$ cat config.mk
export PLATFORM = sky130hd
export DESIGN_NAME = gvb_core
export DESIGN_NICKNAME = d
export VERILOG_FILES = /design/src/shared/gvb_pkg.sv /design/src/design/gvb_core.sv
export VERILOG_INCLUDE_DIRS = /design/src /design/src/shared
export SDC_FILE = /design/constraint.sdc
export NUM_CORES = 2
export LEC_CHECK = 0
export ABC_AREA = 0
export ABC_CLOCK_PERIOD_IN_PS = 4480
export BUFFER_PORTS_ARGS = -buffer_cell sky130_fd_sc_hd__buf_2
export CAP_MARGIN = 20
export CORE_UTILIZATION = 45
export CTS_BUF_LIST = sky130_fd_sc_hd__clkbuf_8
export DETAILED_ROUTE_END_ITERATION = 12
export PLACE_DENSITY = 0.67
export SLEW_MARGIN = 0
export SYNTH_ARGS = -nofsm -noshare
export SYNTH_HDL_FRONTEND = slang
export SYNTH_SLANG_ARGS = --single-unit
$ cat constraint.sdc
create_clock -name clk -period 4.48 [get_ports clk]
set_clock_uncertainty 0.05 [all_clocks]
set_input_delay 0.224 -clock clk [delete_from_list [all_inputs] [get_ports clk]]
set_output_delay 0.224 -clock clk [all_outputs]
set_load 0.01 [all_outputs]
$ cat src/shared/gvb_map.svh
// register offsets, field positions, reset values and bus constants of the gamma/common bank core
// assumes byte-wide registers reached through the two-wire slave only
`ifndef GVB_MAP_SVH
`define GVB_MAP_SVH
`define GVB_NUM_CHAN 11
`define GVB_NUM_BANK 4
`define GVB_OFS_DIRECT 8'h00
`define GVB_OFS_DIRECT_LAST 8'h0A
`define GVB_OFS_BANK 8'h10
`define GVB_OFS_BANK_LAST 8'h3B
`define GVB_OFS_SOFT_BANK 8'h50
`define GVB_OFS_STANDBY 8'h51
`define GVB_OFS_STATUS 8'h57
`define GVB_OFS_MODE 8'h60
`define GVB_MODE_BIT_LOW 0
`define GVB_MODE_BIT_HIGH 1
`define GVB_STANDBY_BIT 0
`define GVB_STATUS_LOAD_BIT 7
`define GVB_RST_DIRECT 8'h00
`define GVB_RST_BANK 8'h80
`define GVB_RST_SOFT_BANK 2'h0
`define GVB_RST_STANDBY 1'h0
`define GVB_RST_MODE 8'h10
`define GVB_SLAVE_ADDR_HIGH 6'h30
`define GVB_NV_WRITE_CYCLES 1000
`endif

$ cat src/shared/gvb_pkg.sv
// types shared by the gamma/common bank core
// assumes the constants of gvb_map.svh
package gvb_pkg;
  typedef enum logic [2:0] {
    GVB_IDLE, GVB_ADDR, GVB_ADDR_ACK, GVB_WRITE, GVB_WRITE_ACK, GVB_READ, GVB_READ_ACK
  } gvb_bus_state_type;

  // pins that arrive from outside the clock domain
  typedef struct packed {
    logic load_strobe;
    logic bank_select_pin_high;
    logic bank_select_pin_low;
    logic scl;
    logic sda;
    logic address_select_pin;
    logic over_temp;
  } gvb_pins_type;

  typedef logic [7:0] gvb_byte_type;
endpackage

$ cat src/design/gvb_core.sv
// digital core of an eleven-channel reference DAC: bank storage, direct codes, two-stage latch, two-wire slave
// assumes clk far faster than scl; pins are asynchronous and synchronised here; sda is open drain outside
//
// Contract
// - control bits pick mode: 00 pin banks, 01 register banks, 1x direct channel control.
// - mode control bits reset to zero, so pin-selected bank mode comes first.
// - four bank bytes per channel; select 00..11 picks bank A..D for all channels.
// - pin-selected mode takes bank select from the two bank select pins.
// - load strobe high makes second-stage latch transparent to the selected source.
// - load strobe low holds second-stage latch whatever source or selection does.
// - load strobe rising edge passes latch input to all DACs.
// - load strobe falling edge captures the selected data and keeps it.
// - register-selected mode takes bank select from soft bank bits 1:0; pins ignored.
// - soft bank bits clear to zero at power-up, giving bank A.
// - direct mode writes eleven volatile first-stage bytes at 00..0A, no write delay.
// - direct mode: strobe high passes writes at once; low waits for rising edge.
// - each channel drives an 8-bit code; high gamma channels read code inverted.
// - standby bit set floats all outputs; cleared restores drive.
// - bus keeps answering reads and writes during standby.
// - over-temperature floats the common-electrode buffer until the indication clears.
// - address byte is 7-bit address plus read/write; one bit follows address pin.
// - address pin grounded answers address byte C0h.
// - bank bytes at 10..3B, four per channel, common channel first then gamma 1..10.
// - read-only status: load strobe in bit 7, bank pins in bits 1 and 0.
// - non-volatile write time starts only after the stop ending the transaction.
`timescale 1ns/1ps
`include "gvb_map.svh"

module gvb_core
  import gvb_pkg::*;
#(
  parameter int NV_WRITE_CYCLES = `GVB_NV_WRITE_CYCLES
) (
  // clock and reset
  input wire logic clk,
  input wire logic rst,
  // asynchronous pins
  input wire logic load_strobe,
  input wire logic bank_select_pin_high,
  input wire logic bank_select_pin_low,
  input wire logic address_select_pin,
  input wire logic over_temp,
  // two-wire bus
  input wire logic scl,
  input wire logic sda_in,
  output logic sda_out,
  output logic sda_oe,
  // dac side
  output logic [`GVB_NUM_CHAN-1:0][7:0] dac_code,
  output logic [`GVB_NUM_CHAN-1:0] chan_drive_en,
  output logic nv_busy
);

  localparam int BANK_BYTES = `GVB_NUM_CHAN * `GVB_NUM_BANK;

  gvb_pins_type pins_raw;
  gvb_pins_type pins_meta;
  gvb_pins_type pins_sync;
  gvb_pins_type pins_prev;

  // bus state
  gvb_bus_state_type bus_state, next_bus_state;
  logic [7:0] shift, next_shift;
  logic [7:0] tx, next_tx;
  logic [3:0] bit_cnt, next_bit_cnt;
  logic [7:0] ptr, next_ptr;
  logic have_ptr, next_have_ptr;
  logic rw, next_rw;
  logic oe, next_oe;
  logic nv_dirty, next_nv_dirty;
  logic [31:0] busy_cnt, next_busy_cnt;
  logic busy, next_busy;
  logic wr_en;
  logic [7:0] wr_addr;
  logic [7:0] wr_data;

  // register state
  logic [7:0] direct [`GVB_NUM_CHAN];
  logic [7:0] next_direct [`GVB_NUM_CHAN];
  logic [7:0] bank [BANK_BYTES];
  logic [7:0] next_bank [BANK_BYTES];
  logic [1:0] soft_bank, next_soft_bank;
  logic standby, next_standby;
  logic [7:0] mode_ctl, next_mode_ctl;

  // output latch state
  logic [7:0] latch_b [`GVB_NUM_CHAN];
  logic [7:0] next_latch_b [`GVB_NUM_CHAN];
  logic [`GVB_NUM_CHAN-1:0] drive, next_drive;

  logic scl_rise, scl_fall, start_seen, stop_seen;
  logic [7:0] rd_data;
  logic [1:0] sel;
  logic [5:0] bank_idx;
  logic [7:0] bank_ofs;
  logic load_rise, load_fall;

  assign pins_raw = '{load_strobe, bank_select_pin_high, bank_select_pin_low, scl, sda_in,
                      address_select_pin, over_temp};

  // two-flop synchroniser, then one more stage for edge detection
  always_ff @(posedge clk) begin
    if (rst) begin
      pins_meta <= '0;
      pins_sync <= '0;
      pins_prev <= '0;
    end else begin
      pins_meta <= pins_raw;
      pins_sync <= pins_meta;
      pins_prev <= pins_sync;
    end
  end

  // bus line events from synchronised levels only
  assign scl_rise = pins_sync.scl & ~pins_prev.scl;
  assign scl_fall = ~pins_sync.scl & pins_prev.scl;
  assign start_seen = pins_sync.scl & pins_prev.scl & pins_prev.sda & ~pins_sync.sda;
  assign stop_seen = pins_sync.scl & pins_prev.scl & ~pins_prev.sda & pins_sync.sda;
  assign load_rise = pins_sync.load_strobe & ~pins_prev.load_strobe;
  assign load_fall = ~pins_sync.load_strobe & pins_prev.load_strobe;

  // read multiplexer over the register map
  assign bank_ofs = ptr - `GVB_OFS_BANK;
  assign bank_idx = bank_ofs[5:0];
  always_comb begin
    rd_data = 8'h00;
    if (ptr <= `GVB_OFS_DIRECT_LAST) begin
      rd_data = direct[ptr[3:0]];
    end else if (ptr >= `GVB_OFS_BANK && ptr <= `GVB_OFS_BANK_LAST) begin
      rd_data = bank[bank_idx];
    end else if (ptr == `GVB_OFS_SOFT_BANK) begin
      rd_data = {6'h00, soft_bank};
    end else if (ptr == `GVB_OFS_STANDBY) begin
      rd_data = {7'h00, standby};
    end else if (ptr == `GVB_OFS_STATUS) begin
      rd_data = {pins_sync.load_strobe, 5'h00, pins_sync.bank_select_pin_high,
                 pins_sync.bank_select_pin_low};
    end else if (ptr == `GVB_OFS_MODE) begin
      rd_data = mode_ctl;
    end
  end

  // two-wire slave: address, pointer, write and read phases; standby has no effect here
  always_comb begin
    next_bus_state = bus_state;
    next_shift = shift;
    next_tx = tx;
    next_bit_cnt = bit_cnt;
    next_ptr = ptr;
    next_have_ptr = have_ptr;
    next_rw = rw;
    next_oe = oe;
    next_nv_dirty = nv_dirty;
    next_busy_cnt = busy_cnt;
    next_busy = busy;
    wr_en = 1'b0;
    wr_addr = ptr;
    wr_data = shift;
    if (busy) begin
      if (busy_cnt == 32'h0) begin
        next_busy = 1'b0;
      end else begin
        next_busy_cnt = busy_cnt - 32'h1;
      end
    end
    if (scl_rise && bus_state != GVB_IDLE) begin
      next_shift = {shift[6:0], pins_sync.sda};
      next_bit_cnt = bit_cnt + 4'h1;
    end
    if (start_seen) begin
      next_bus_state = GVB_ADDR;
      next_bit_cnt = 4'h0;
      next_oe = 1'b0;
    end else if (stop_seen) begin
      next_bus_state = GVB_IDLE;
      next_oe = 1'b0;
      if (nv_dirty) begin
        next_nv_dirty = 1'b0;
        next_busy = 1'b1;
        next_busy_cnt = 32'(NV_WRITE_CYCLES - 1);
      end
    end else if (scl_fall) begin
      unique case (bus_state)
        GVB_IDLE: begin
        end
        GVB_ADDR: begin
          if (bit_cnt == 4'h8) begin
            // own address; the pin lands in address byte bit 1
            if (shift[7:1] == {`GVB_SLAVE_ADDR_HIGH, pins_sync.address_select_pin} && !busy) begin
              next_oe = 1'b1;
              next_rw = shift[0];
              next_bus_state = GVB_ADDR_ACK;
            end else begin
              next_bus_state = GVB_IDLE;
            end
          end
        end
        GVB_ADDR_ACK: begin
          next_bit_cnt = 4'h0;
          next_have_ptr = 1'b0;
          if (rw) begin
            next_tx = rd_data;
            next_oe = ~rd_data[7];
            next_bus_state = GVB_READ;
          end else begin
            next_oe = 1'b0;
            next_bus_state = GVB_WRITE;
          end
        end
        GVB_WRITE: begin
          if (bit_cnt == 4'h8) begin
            next_oe = 1'b1;
            next_bus_state = GVB_WRITE_ACK;
            if (!have_ptr) begin
              next_ptr = shift;
              next_have_ptr = 1'b1;
            end else begin
              wr_en = 1'b1;
              next_ptr = ptr + 8'h1;
              if ((ptr >= `GVB_OFS_BANK && ptr <= `GVB_OFS_BANK_LAST) || ptr == `GVB_OFS_MODE) begin
                next_nv_dirty = 1'b1;
              end
            end
          end
        end
        GVB_WRITE_ACK: begin
          next_oe = 1'b0;
          next_bit_cnt = 4'h0;
          next_bus_state = GVB_WRITE;
        end
        GVB_READ: begin
          if (bit_cnt == 4'h8) begin
            next_oe = 1'b0;
            next_ptr = ptr + 8'h1;
            next_bus_state = GVB_READ_ACK;
          end else begin
            next_tx = {tx[6:0], 1'b0};
            next_oe = ~tx[6];
          end
        end
        GVB_READ_ACK: begin
          next_bit_cnt = 4'h0;
          if (!shift[0]) begin
            next_tx = rd_data;
            next_oe = ~rd_data[7];
            next_bus_state = GVB_READ;
          end else begin
            next_bus_state = GVB_IDLE;
          end
        end
      endcase
    end
  end

  // bus registers
  always_ff @(posedge clk) begin
    if (rst) begin
      bus_state <= GVB_IDLE;
      shift <= 8'h00;
      tx <= 8'h00;
      bit_cnt <= 4'h0;
      ptr <= 8'h00;
      have_ptr <= 1'b0;
      rw <= 1'b0;
      oe <= 1'b0;
      nv_dirty <= 1'b0;
      busy_cnt <= 32'h0;
      busy <= 1'b0;
    end else begin
      bus_state <= next_bus_state;
      shift <= next_shift;
      tx <= next_tx;
      bit_cnt <= next_bit_cnt;
      ptr <= next_ptr;
      have_ptr <= next_have_ptr;
      rw <= next_rw;
      oe <= next_oe;
      nv_dirty <= next_nv_dirty;
      busy_cnt <= next_busy_cnt;
      busy <= next_busy;
    end
  end

  // register file writes
  always_comb begin
    next_direct = direct;
    next_bank = bank;
    next_soft_bank = soft_bank;
    next_standby = standby;
    next_mode_ctl = mode_ctl;
    if (wr_en) begin
      if (wr_addr <= `GVB_OFS_DIRECT_LAST) begin
        next_direct[wr_addr[3:0]] = wr_data;
      end else if (wr_addr >= `GVB_OFS_BANK && wr_addr <= `GVB_OFS_BANK_LAST) begin
        next_bank[bank_idx] = wr_data;
      end else if (wr_addr == `GVB_OFS_SOFT_BANK) begin
        next_soft_bank = wr_data[1:0];
      end else if (wr_addr == `GVB_OFS_STANDBY) begin
        next_standby = wr_data[`GVB_STANDBY_BIT];
      end else if (wr_addr == `GVB_OFS_MODE) begin
        next_mode_ctl = wr_data;
      end
    end
  end

  // register file storage; non-volatile bytes take their delivered values at reset
  always_ff @(posedge clk) begin
    if (rst) begin
      for (int i = 0; i < `GVB_NUM_CHAN; i++) begin
        direct[i] <= `GVB_RST_DIRECT;
      end
      for (int i = 0; i < BANK_BYTES; i++) begin
        bank[i] <= `GVB_RST_BANK;
      end
      soft_bank <= `GVB_RST_SOFT_BANK;
      standby <= `GVB_RST_STANDBY;
      mode_ctl <= `GVB_RST_MODE;
    end else begin
      direct <= next_direct;
      bank <= next_bank;
      soft_bank <= next_soft_bank;
      standby <= next_standby;
      mode_ctl <= next_mode_ctl;
    end
  end

  // bank select source by mode
  assign sel = mode_ctl[`GVB_MODE_BIT_LOW] ? soft_bank
             : {pins_sync.bank_select_pin_high, pins_sync.bank_select_pin_low};

  // second-stage latch and output enables, one lane per channel
  genvar ch;
  generate
    for (ch = 0; ch < `GVB_NUM_CHAN; ch++) begin : g_chan
      logic [7:0] src;
      // direct mode ignores the low control bit
      assign src = mode_ctl[`GVB_MODE_BIT_HIGH] ? direct[ch]
                 : bank[ch * `GVB_NUM_BANK + int'(sel)];
      always_comb begin
        next_latch_b[ch] = latch_b[ch];
        if (pins_sync.load_strobe || load_rise || load_fall) begin
          next_latch_b[ch] = src;
        end
        next_drive[ch] = ~standby;
        if (ch == 0 && pins_sync.over_temp) begin
          next_drive[ch] = 1'b0;
        end
      end
      always_ff @(posedge clk) begin
        if (rst) begin
          latch_b[ch] <= `GVB_RST_DIRECT;
          drive[ch] <= 1'b0;
        end else begin
          latch_b[ch] <= next_latch_b[ch];
          drive[ch] <= next_drive[ch];
        end
      end
      // raw code; the inverted sense of the high gamma lanes lives in the analog ladder
      assign dac_code[ch] = latch_b[ch];
    end
  endgenerate

  // open-drain data line: level always low, enable pulls it
  always_ff @(posedge clk) begin
    if (rst) begin
      sda_out <= 1'b0;
    end else begin
      sda_out <= 1'b0;
    end
  end

  assign sda_oe = oe;
  assign chan_drive_en = drive;
  assign nv_busy = busy;

endmodule // gvb_core

* Word-level counts from Yosys, hierarchy flattened
Memories as Yosys holds them, arrays and structs flattened.
Index checks and enable logic that the tools add are counted.
** Word-level totals
- Register bits :: 537
- Word-level logic and storage cells :: 371
- RAM bits :: 88
- Bits of input ports :: 9
- Memories :: 1
** Operators by class
- Mux-type cells :: 140
- Reduce and logical (&&, ||, !) cells :: 39
- $lt $le $gt $ge :: 18
- Eq/ne operators :: 22
- Add/subtract/negate cells :: 14
- Bitwise operators :: 48
** Memory list
- latch_b :: depth 11, width 8, read ports 11, clocked after memory_dff 0, write ports 11, RTL line gvb_core.sv:87 : logic [7:0] latch_b [`GVB_NUM_CHAN];
** Operators with widths (count)
- binary-select mux 8 bit (select 6 bit) :: 12
- 2-to-1 mux 8 bit :: 70
- bitwise mux 352 bit :: 1
- >= comparator 32 x 7 -> 1 bit (second input constant) :: 11
- 2-to-1 mux 32 bit :: 5
- NOT 6 -> 32 bit :: 4
- NOT 7 -> 32 bit :: 3
- bitwise mux 88 bit :: 1
- NOT 5 -> 32 bit :: 2
- demux 8 bit (select 6 bit) :: 1
- binary-select mux 8 bit (select 4 bit) :: 1
- demux 8 bit (select 4 bit) :: 1
- equality test 8 x 7 -> 1 bit (second input constant) :: 4
- zero test 32 bit :: 1
- NOT 2 -> 32 bit :: 1
- NOT 4 -> 32 bit :: 1
- subtractor 32 x 1 -> 32 bit (second input constant) :: 1
- AND reduction 6 bit :: 5
- 2-to-1 mux 1 bit :: 29
- adder 5 x 2 -> 6 bit (first input constant) :: 4
- adder 6 x 2 -> 7 bit (first input constant) :: 3
- 2-to-1 mux 7 bit :: 3
- case mux 7 bit (3 select lines) :: 1
- AND reduction 5 bit :: 4
- other kinds (44) :: 112

* Depth between registers and ports, before layout
- Depth after elaboration :: 10
- Depth in mapped cells :: 15
- Depth with buffers taken out :: 8

* Worst setup path before layout
Ideal clock, no wire load.
- Kind :: reg2reg
- From :: register ptr[0]
- To :: register bank[351] in the netlist's numbering
- Stages on the path, launching flop included :: 16
- Path buffers :: 7
- Library setup time :: 0.120 ns
- Data required time :: 4.310 ns
- Arrival time :: 3.633 ns
- Setup slack :: 0.677 ns
- Cells stage by stage :: dfxtp_1 > buf_2 > buf_2 > clkinv_1 > clkbuf_1 > clkbuf_1 > ha_1 > clkbuf_2 > and4b_1 > o31ai_2 > nand4b_1 > buf_6 > buf_12 > nor3_4 > nor2b_1 > a211o_1
** On the way
- Longest elaborated chain between the ends :: 7
- Elaborated cells on any way between the ends :: 14
** RTL lines
- from (decl) :: RTL line gvb_core.sv:66 : logic [7:0] ptr, next_ptr;
- from (signal assigned) :: RTL line gvb_core.sv:274 : ptr <= next_ptr;
- subtractor 6 x 5 -> 6 bit (no source line)
- NOT 6 -> 7 bit (implied by the code) :: RTL line gvb_core.sv:295 : next_bank[bank_idx] = wr_data;
- >= comparator 7 bit (implied by the code) or < comparator 7 x 1 -> 1 bit (tied branches) :: RTL line gvb_core.sv:295
- logical AND 1 bit (implied by the code) :: RTL line gvb_core.sv:295
- 2-to-1 mux 8 bit (implied by the code) :: RTL line gvb_core.sv:295
- demux 8 bit (select 6 bit) :: RTL line gvb_core.sv:295
- bitwise mux 352 bit :: RTL line gvb_core.sv:295
- to (signal, indexed assignment) :: RTL line gvb_core.sv:313 : bank[i] <= `GVB_RST_BANK;
- to (signal assigned) :: RTL line gvb_core.sv:320 : bank <= next_bank;
- to (decl) :: RTL line gvb_core.sv:80 : logic [7:0] bank [BANK_BYTES];
Several ways; a longest one is shown, not always the timed one.
A chain may end at the register's enable or synchronous reset.

* Worst setup path after layout
- From :: register ptr[0]
- To :: register bank[175] in the netlist's numbering
The elaborated chain is that of the path after synthesis.

==> flow_metrics.env <==
export IMPL_synth_area_leaders="dfxtp_1 40%, mux2i_1 15%, mux4_2 9.2%"
export IMPL_cts_tree="done"
export IMPL_drcViolationCount=0
export IMPL_outcome="finished, final reports clean"
export IMPL_max_stage_delay_ps=770
export IMPL_first_pass_iters=5
export IMPL_routed_wl_um=103000
export IMPL_tns_ps=0
export IMPL_io_pins=111
export IMPL_synth_most_common_cell="dfxtp_1"
export IMPL_drive_gt1_frac=0.184
export IMPL_hpwl_um=66900
export IMPL_grtUsageMet3=0.0570
export IMPL_cp_max_fo=44
export IMPL_ys_warn_count=0
export IMPL_drv_slew=0
export IMPL_crit_type="register to register"
export IMPL_coreArea_um2=67600
export IMPL_nets=3176
export IMPL_min_period_ps=3350
export IMPL_die_h_um=264
export IMPL_async_flop_share=0
export IMPL_clockBufferDepth=3
export IMPL_die_area_um2=69800
export IMPL_synth_edf_count=0
export IMPL_r2r_end="bank[175]"
export IMPL_overflow=0
export IMPL_setup_violations=0
export IMPL_worst_path_buf_inv=2
export IMPL_post_cts_buffers=0
export IMPL_htreeDepth=3
export IMPL_hold_depth=3
export IMPL_syn_inst=3151
export IMPL_syn_area_um2=30900
export IMPL_critPathLaunchType="register"
export IMPL_grt_pass1_vias=23360
export IMPL_synth_top_cells_by_count="625 x dfxtp_1, 503 x nor2_1, 452 x mux2i_1, 217 x clkbuf_1, 170 x nand2_1"
export IMPL_critPathSlowestCell="nor3_4"
export IMPL_fin_cells=4115
export IMPL_slew_headroom=0.232
export IMPL_fillCellCount=6199
export IMPL_ff2ff_path_depth=9
export IMPL_yosysSeqAreaShare=0.404
export IMPL_antenna_found_initial=2
export IMPL_post_synth_top_area_cell="dfxtp_1"
export IMPL_syn_to_final_growth_pct=10.9
export IMPL_cp_top_family="simple AND/OR/NAND/NOR gates"
export IMPL_max_slew_worst_pin_slew_ps=1150
export IMPL_grt_use_total=0.289
export IMPL_power_leakage_nw=11.8
export IMPL_synth_cell_types=84
export IMPL_min_path_type="input pin to register"
export IMPL_numClockSinks=625
export IMPL_top_usage_layer="met2"
export IMPL_root_buffer="clkbuf_8"
export IMPL_power_mw=11.3
export IMPL_rsz0062_at_grt="no"
export IMPL_fin_crit_sh=0.749
export IMPL_reg2reg_slack_ps=1130
export IMPL_min_to="pins_meta[2]"
export IMPL_postSynthAreaPerCell_um2=9.82
export IMPL_antenna_left=0
export IMPL_clk_pin_slew_ps=70
export IMPL_gp_congestion=1.04
export IMPL_register_area_um2=12600
export IMPL_grt_pass1_wl_um=154000
export IMPL_initial_core_util=0.458
export IMPL_powerDensity_nw_per_um2=330
export IMPL_critical_path_required_ps=5030
export IMPL_endpoint_kind="register"
export IMPL_numCtsBuffers=105
export IMPL_wire_per_inst_um=25.0
export IMPL_multiInputGateArea_um2=17200
export IMPL_cp_num_cells=9
export IMPL_core_rowCount=95
export IMPL_die_w_um=264
export IMPL_via_count=25496
export IMPL_grt_start_max_net_pins=209
export IMPL_drt_iter0_drc=3140
export IMPL_use_met2=0.439
export IMPL_met1_usage=0.400
export IMPL_hold_viol=0
export IMPL_numPortBuffers=109
export IMPL_viasPerCell=6.20
export IMPL_ys_ff_latch=625
export IMPL_max_vdd_ir_drop_uv=222
export IMPL_worstReg2RegStart="ptr[0]"
export IMPL_worstHoldStart="sda_in"
export IMPL_syn_nets=3173
export IMPL_insertion_delay_ps=740
export IMPL_fmax_mhz=298
export IMPL_synth_main_ff_cell="dfxtp_1"
export IMPL_max_cap_viol_count=0
export IMPL_yosysTopAreaCellShare=0.404
export IMPL_worstPathCellList="clkinv_1, ha_1, and4b_1, o31ai_2, nand4b_1, buf_12, nor3_4, nor2b_1, a211o_1"
export IMPL_cp_arrival_ps=3910
export IMPL_dpl_cell_count=3910
==> worst min-delay path, cell delays in order <==
cell and delay [ps]:
dlygate4sd3_1 530, buf_2 90, nor2b_1 100
==> per-stage QoR <==
| step | util | hold slack, ps | setup WS (ps) | cell area, µm² |
|---|---|---|---|---|
| 2_1_floorplan | - | 302 | 677 | 30900 |
| 3_3_place_gp | 0.473 | 326 | 1380 | 32000 |
| 3_5_place_dp | 0.473 | 327 | 1290 | 32000 |
| 4_1_cts | 0.507 | 170 | 1240 | 34300 |
| 5_1_grt | 0.507 | 205 | 1090 | 34300 |
| 6_report | 0.508 | 230 | 1130 | 34300 |
==> worst max-delay path by stage <==
| stage | startpoint | to | slack, ps |
|---|---|---|---|
| final | ptr[0] | bank[175] | 1130 |
| after global routing | ptr[2] | tx[5] | 1090 |
| after CTS | ptr[2] | tx[5] | 1240 |
| after detailed placement | ptr[2] | tx[5] | 1290 |
| after global placement | ptr[2] | tx[5] | 1380 |
| after floorplan | ptr[0] | bank[351] | 680 |
==> cells by family (layout without fill, tap and decap cells) <==
| family | after synthesis | after routing | share of synthesized area |
|---|---|---|---|
| DFF | 625 | 625 | 0.404 |
| and+or+nand+nor | 1027 | 1027 | 0.165 |
| AOI/OAI and AO/OA | 519 | 519 | 0.117 |
| adders and majority gates | 13 | 13 | 0.00526 |
| muxes | 628 | 628 | 0.256 |
| buffers and inverters | 307 | 395 | 0.0431 |
| xor gates and xnor gates | 31 | 31 | 0.00877 |
| other | 1 | 4 | 0.000121 |
==> state kept, by name, summed over array words and instances (netlist names) <==
register       cells
have_ptr           1
latch_b           88
busy_cnt          32
rw                 1
pins_meta          7
shift              8
pins_prev          3
soft_bank          2
tx                 7
bit_cnt            4
ptr                8
pins_sync          7
direct            88
bank             352
nv_dirty           1
bus_state          3
nv_busy            1
chan_drive_en      2
sda_oe             1
standby            1
mode_ctl           8
==> final cells by class <==
class	count	area share
Sequential cell	625	0.366
Inverter	20	0.00219
Antenna cell	3	0.000219
Clock buffer	133	0.0533
Tap cell	873	0.0318
Clock inverter	59	0.0108
Multi-Input combinational cell	2219	0.500
Timing Repair Buffer	183	0.0359
==> power by group <==
group	switching (mW)	total [mW]	internal (mW)
combinational	0.240	0.364	0.124
clock	2.46	5.32	2.86
sequential	0.0325	5.65	5.61
==> layer usage <==
metal	wire, µm	up-vias
met5	0	-
met4	4530	0
met3	9950	260
met2	45900	1340
met1	42600	12395
li1	-	11501
==> layout by cell type (no fill, tap or decap), types with 50 or more instances in the layout <==
cell,netlist,routed
dfxtp_1,625,612
nor2_1,503,502
mux2i_1,452,450
nand2_1,170,170
a21oi_1,148,148
clkbuf_8,0,133
mux4_2,126,126
nand3_1,108,108
buf_2,36,108
a211oi_1,96,96
nor2b_1,76,74
buf_4,16,57
mux2_2,50,50
==> repair_timing <==
| action | 4_1_cts | 5_1_grt |
|---|---|---|
| gates resized for setup | 0 | 0 |
| endpoints found under the setup margin | 0 | 0 |
| hold buffers | 9 | 0 |
| hold endpoints to repair | 53 | 0 |
Power figures use the tool's default switching activity.
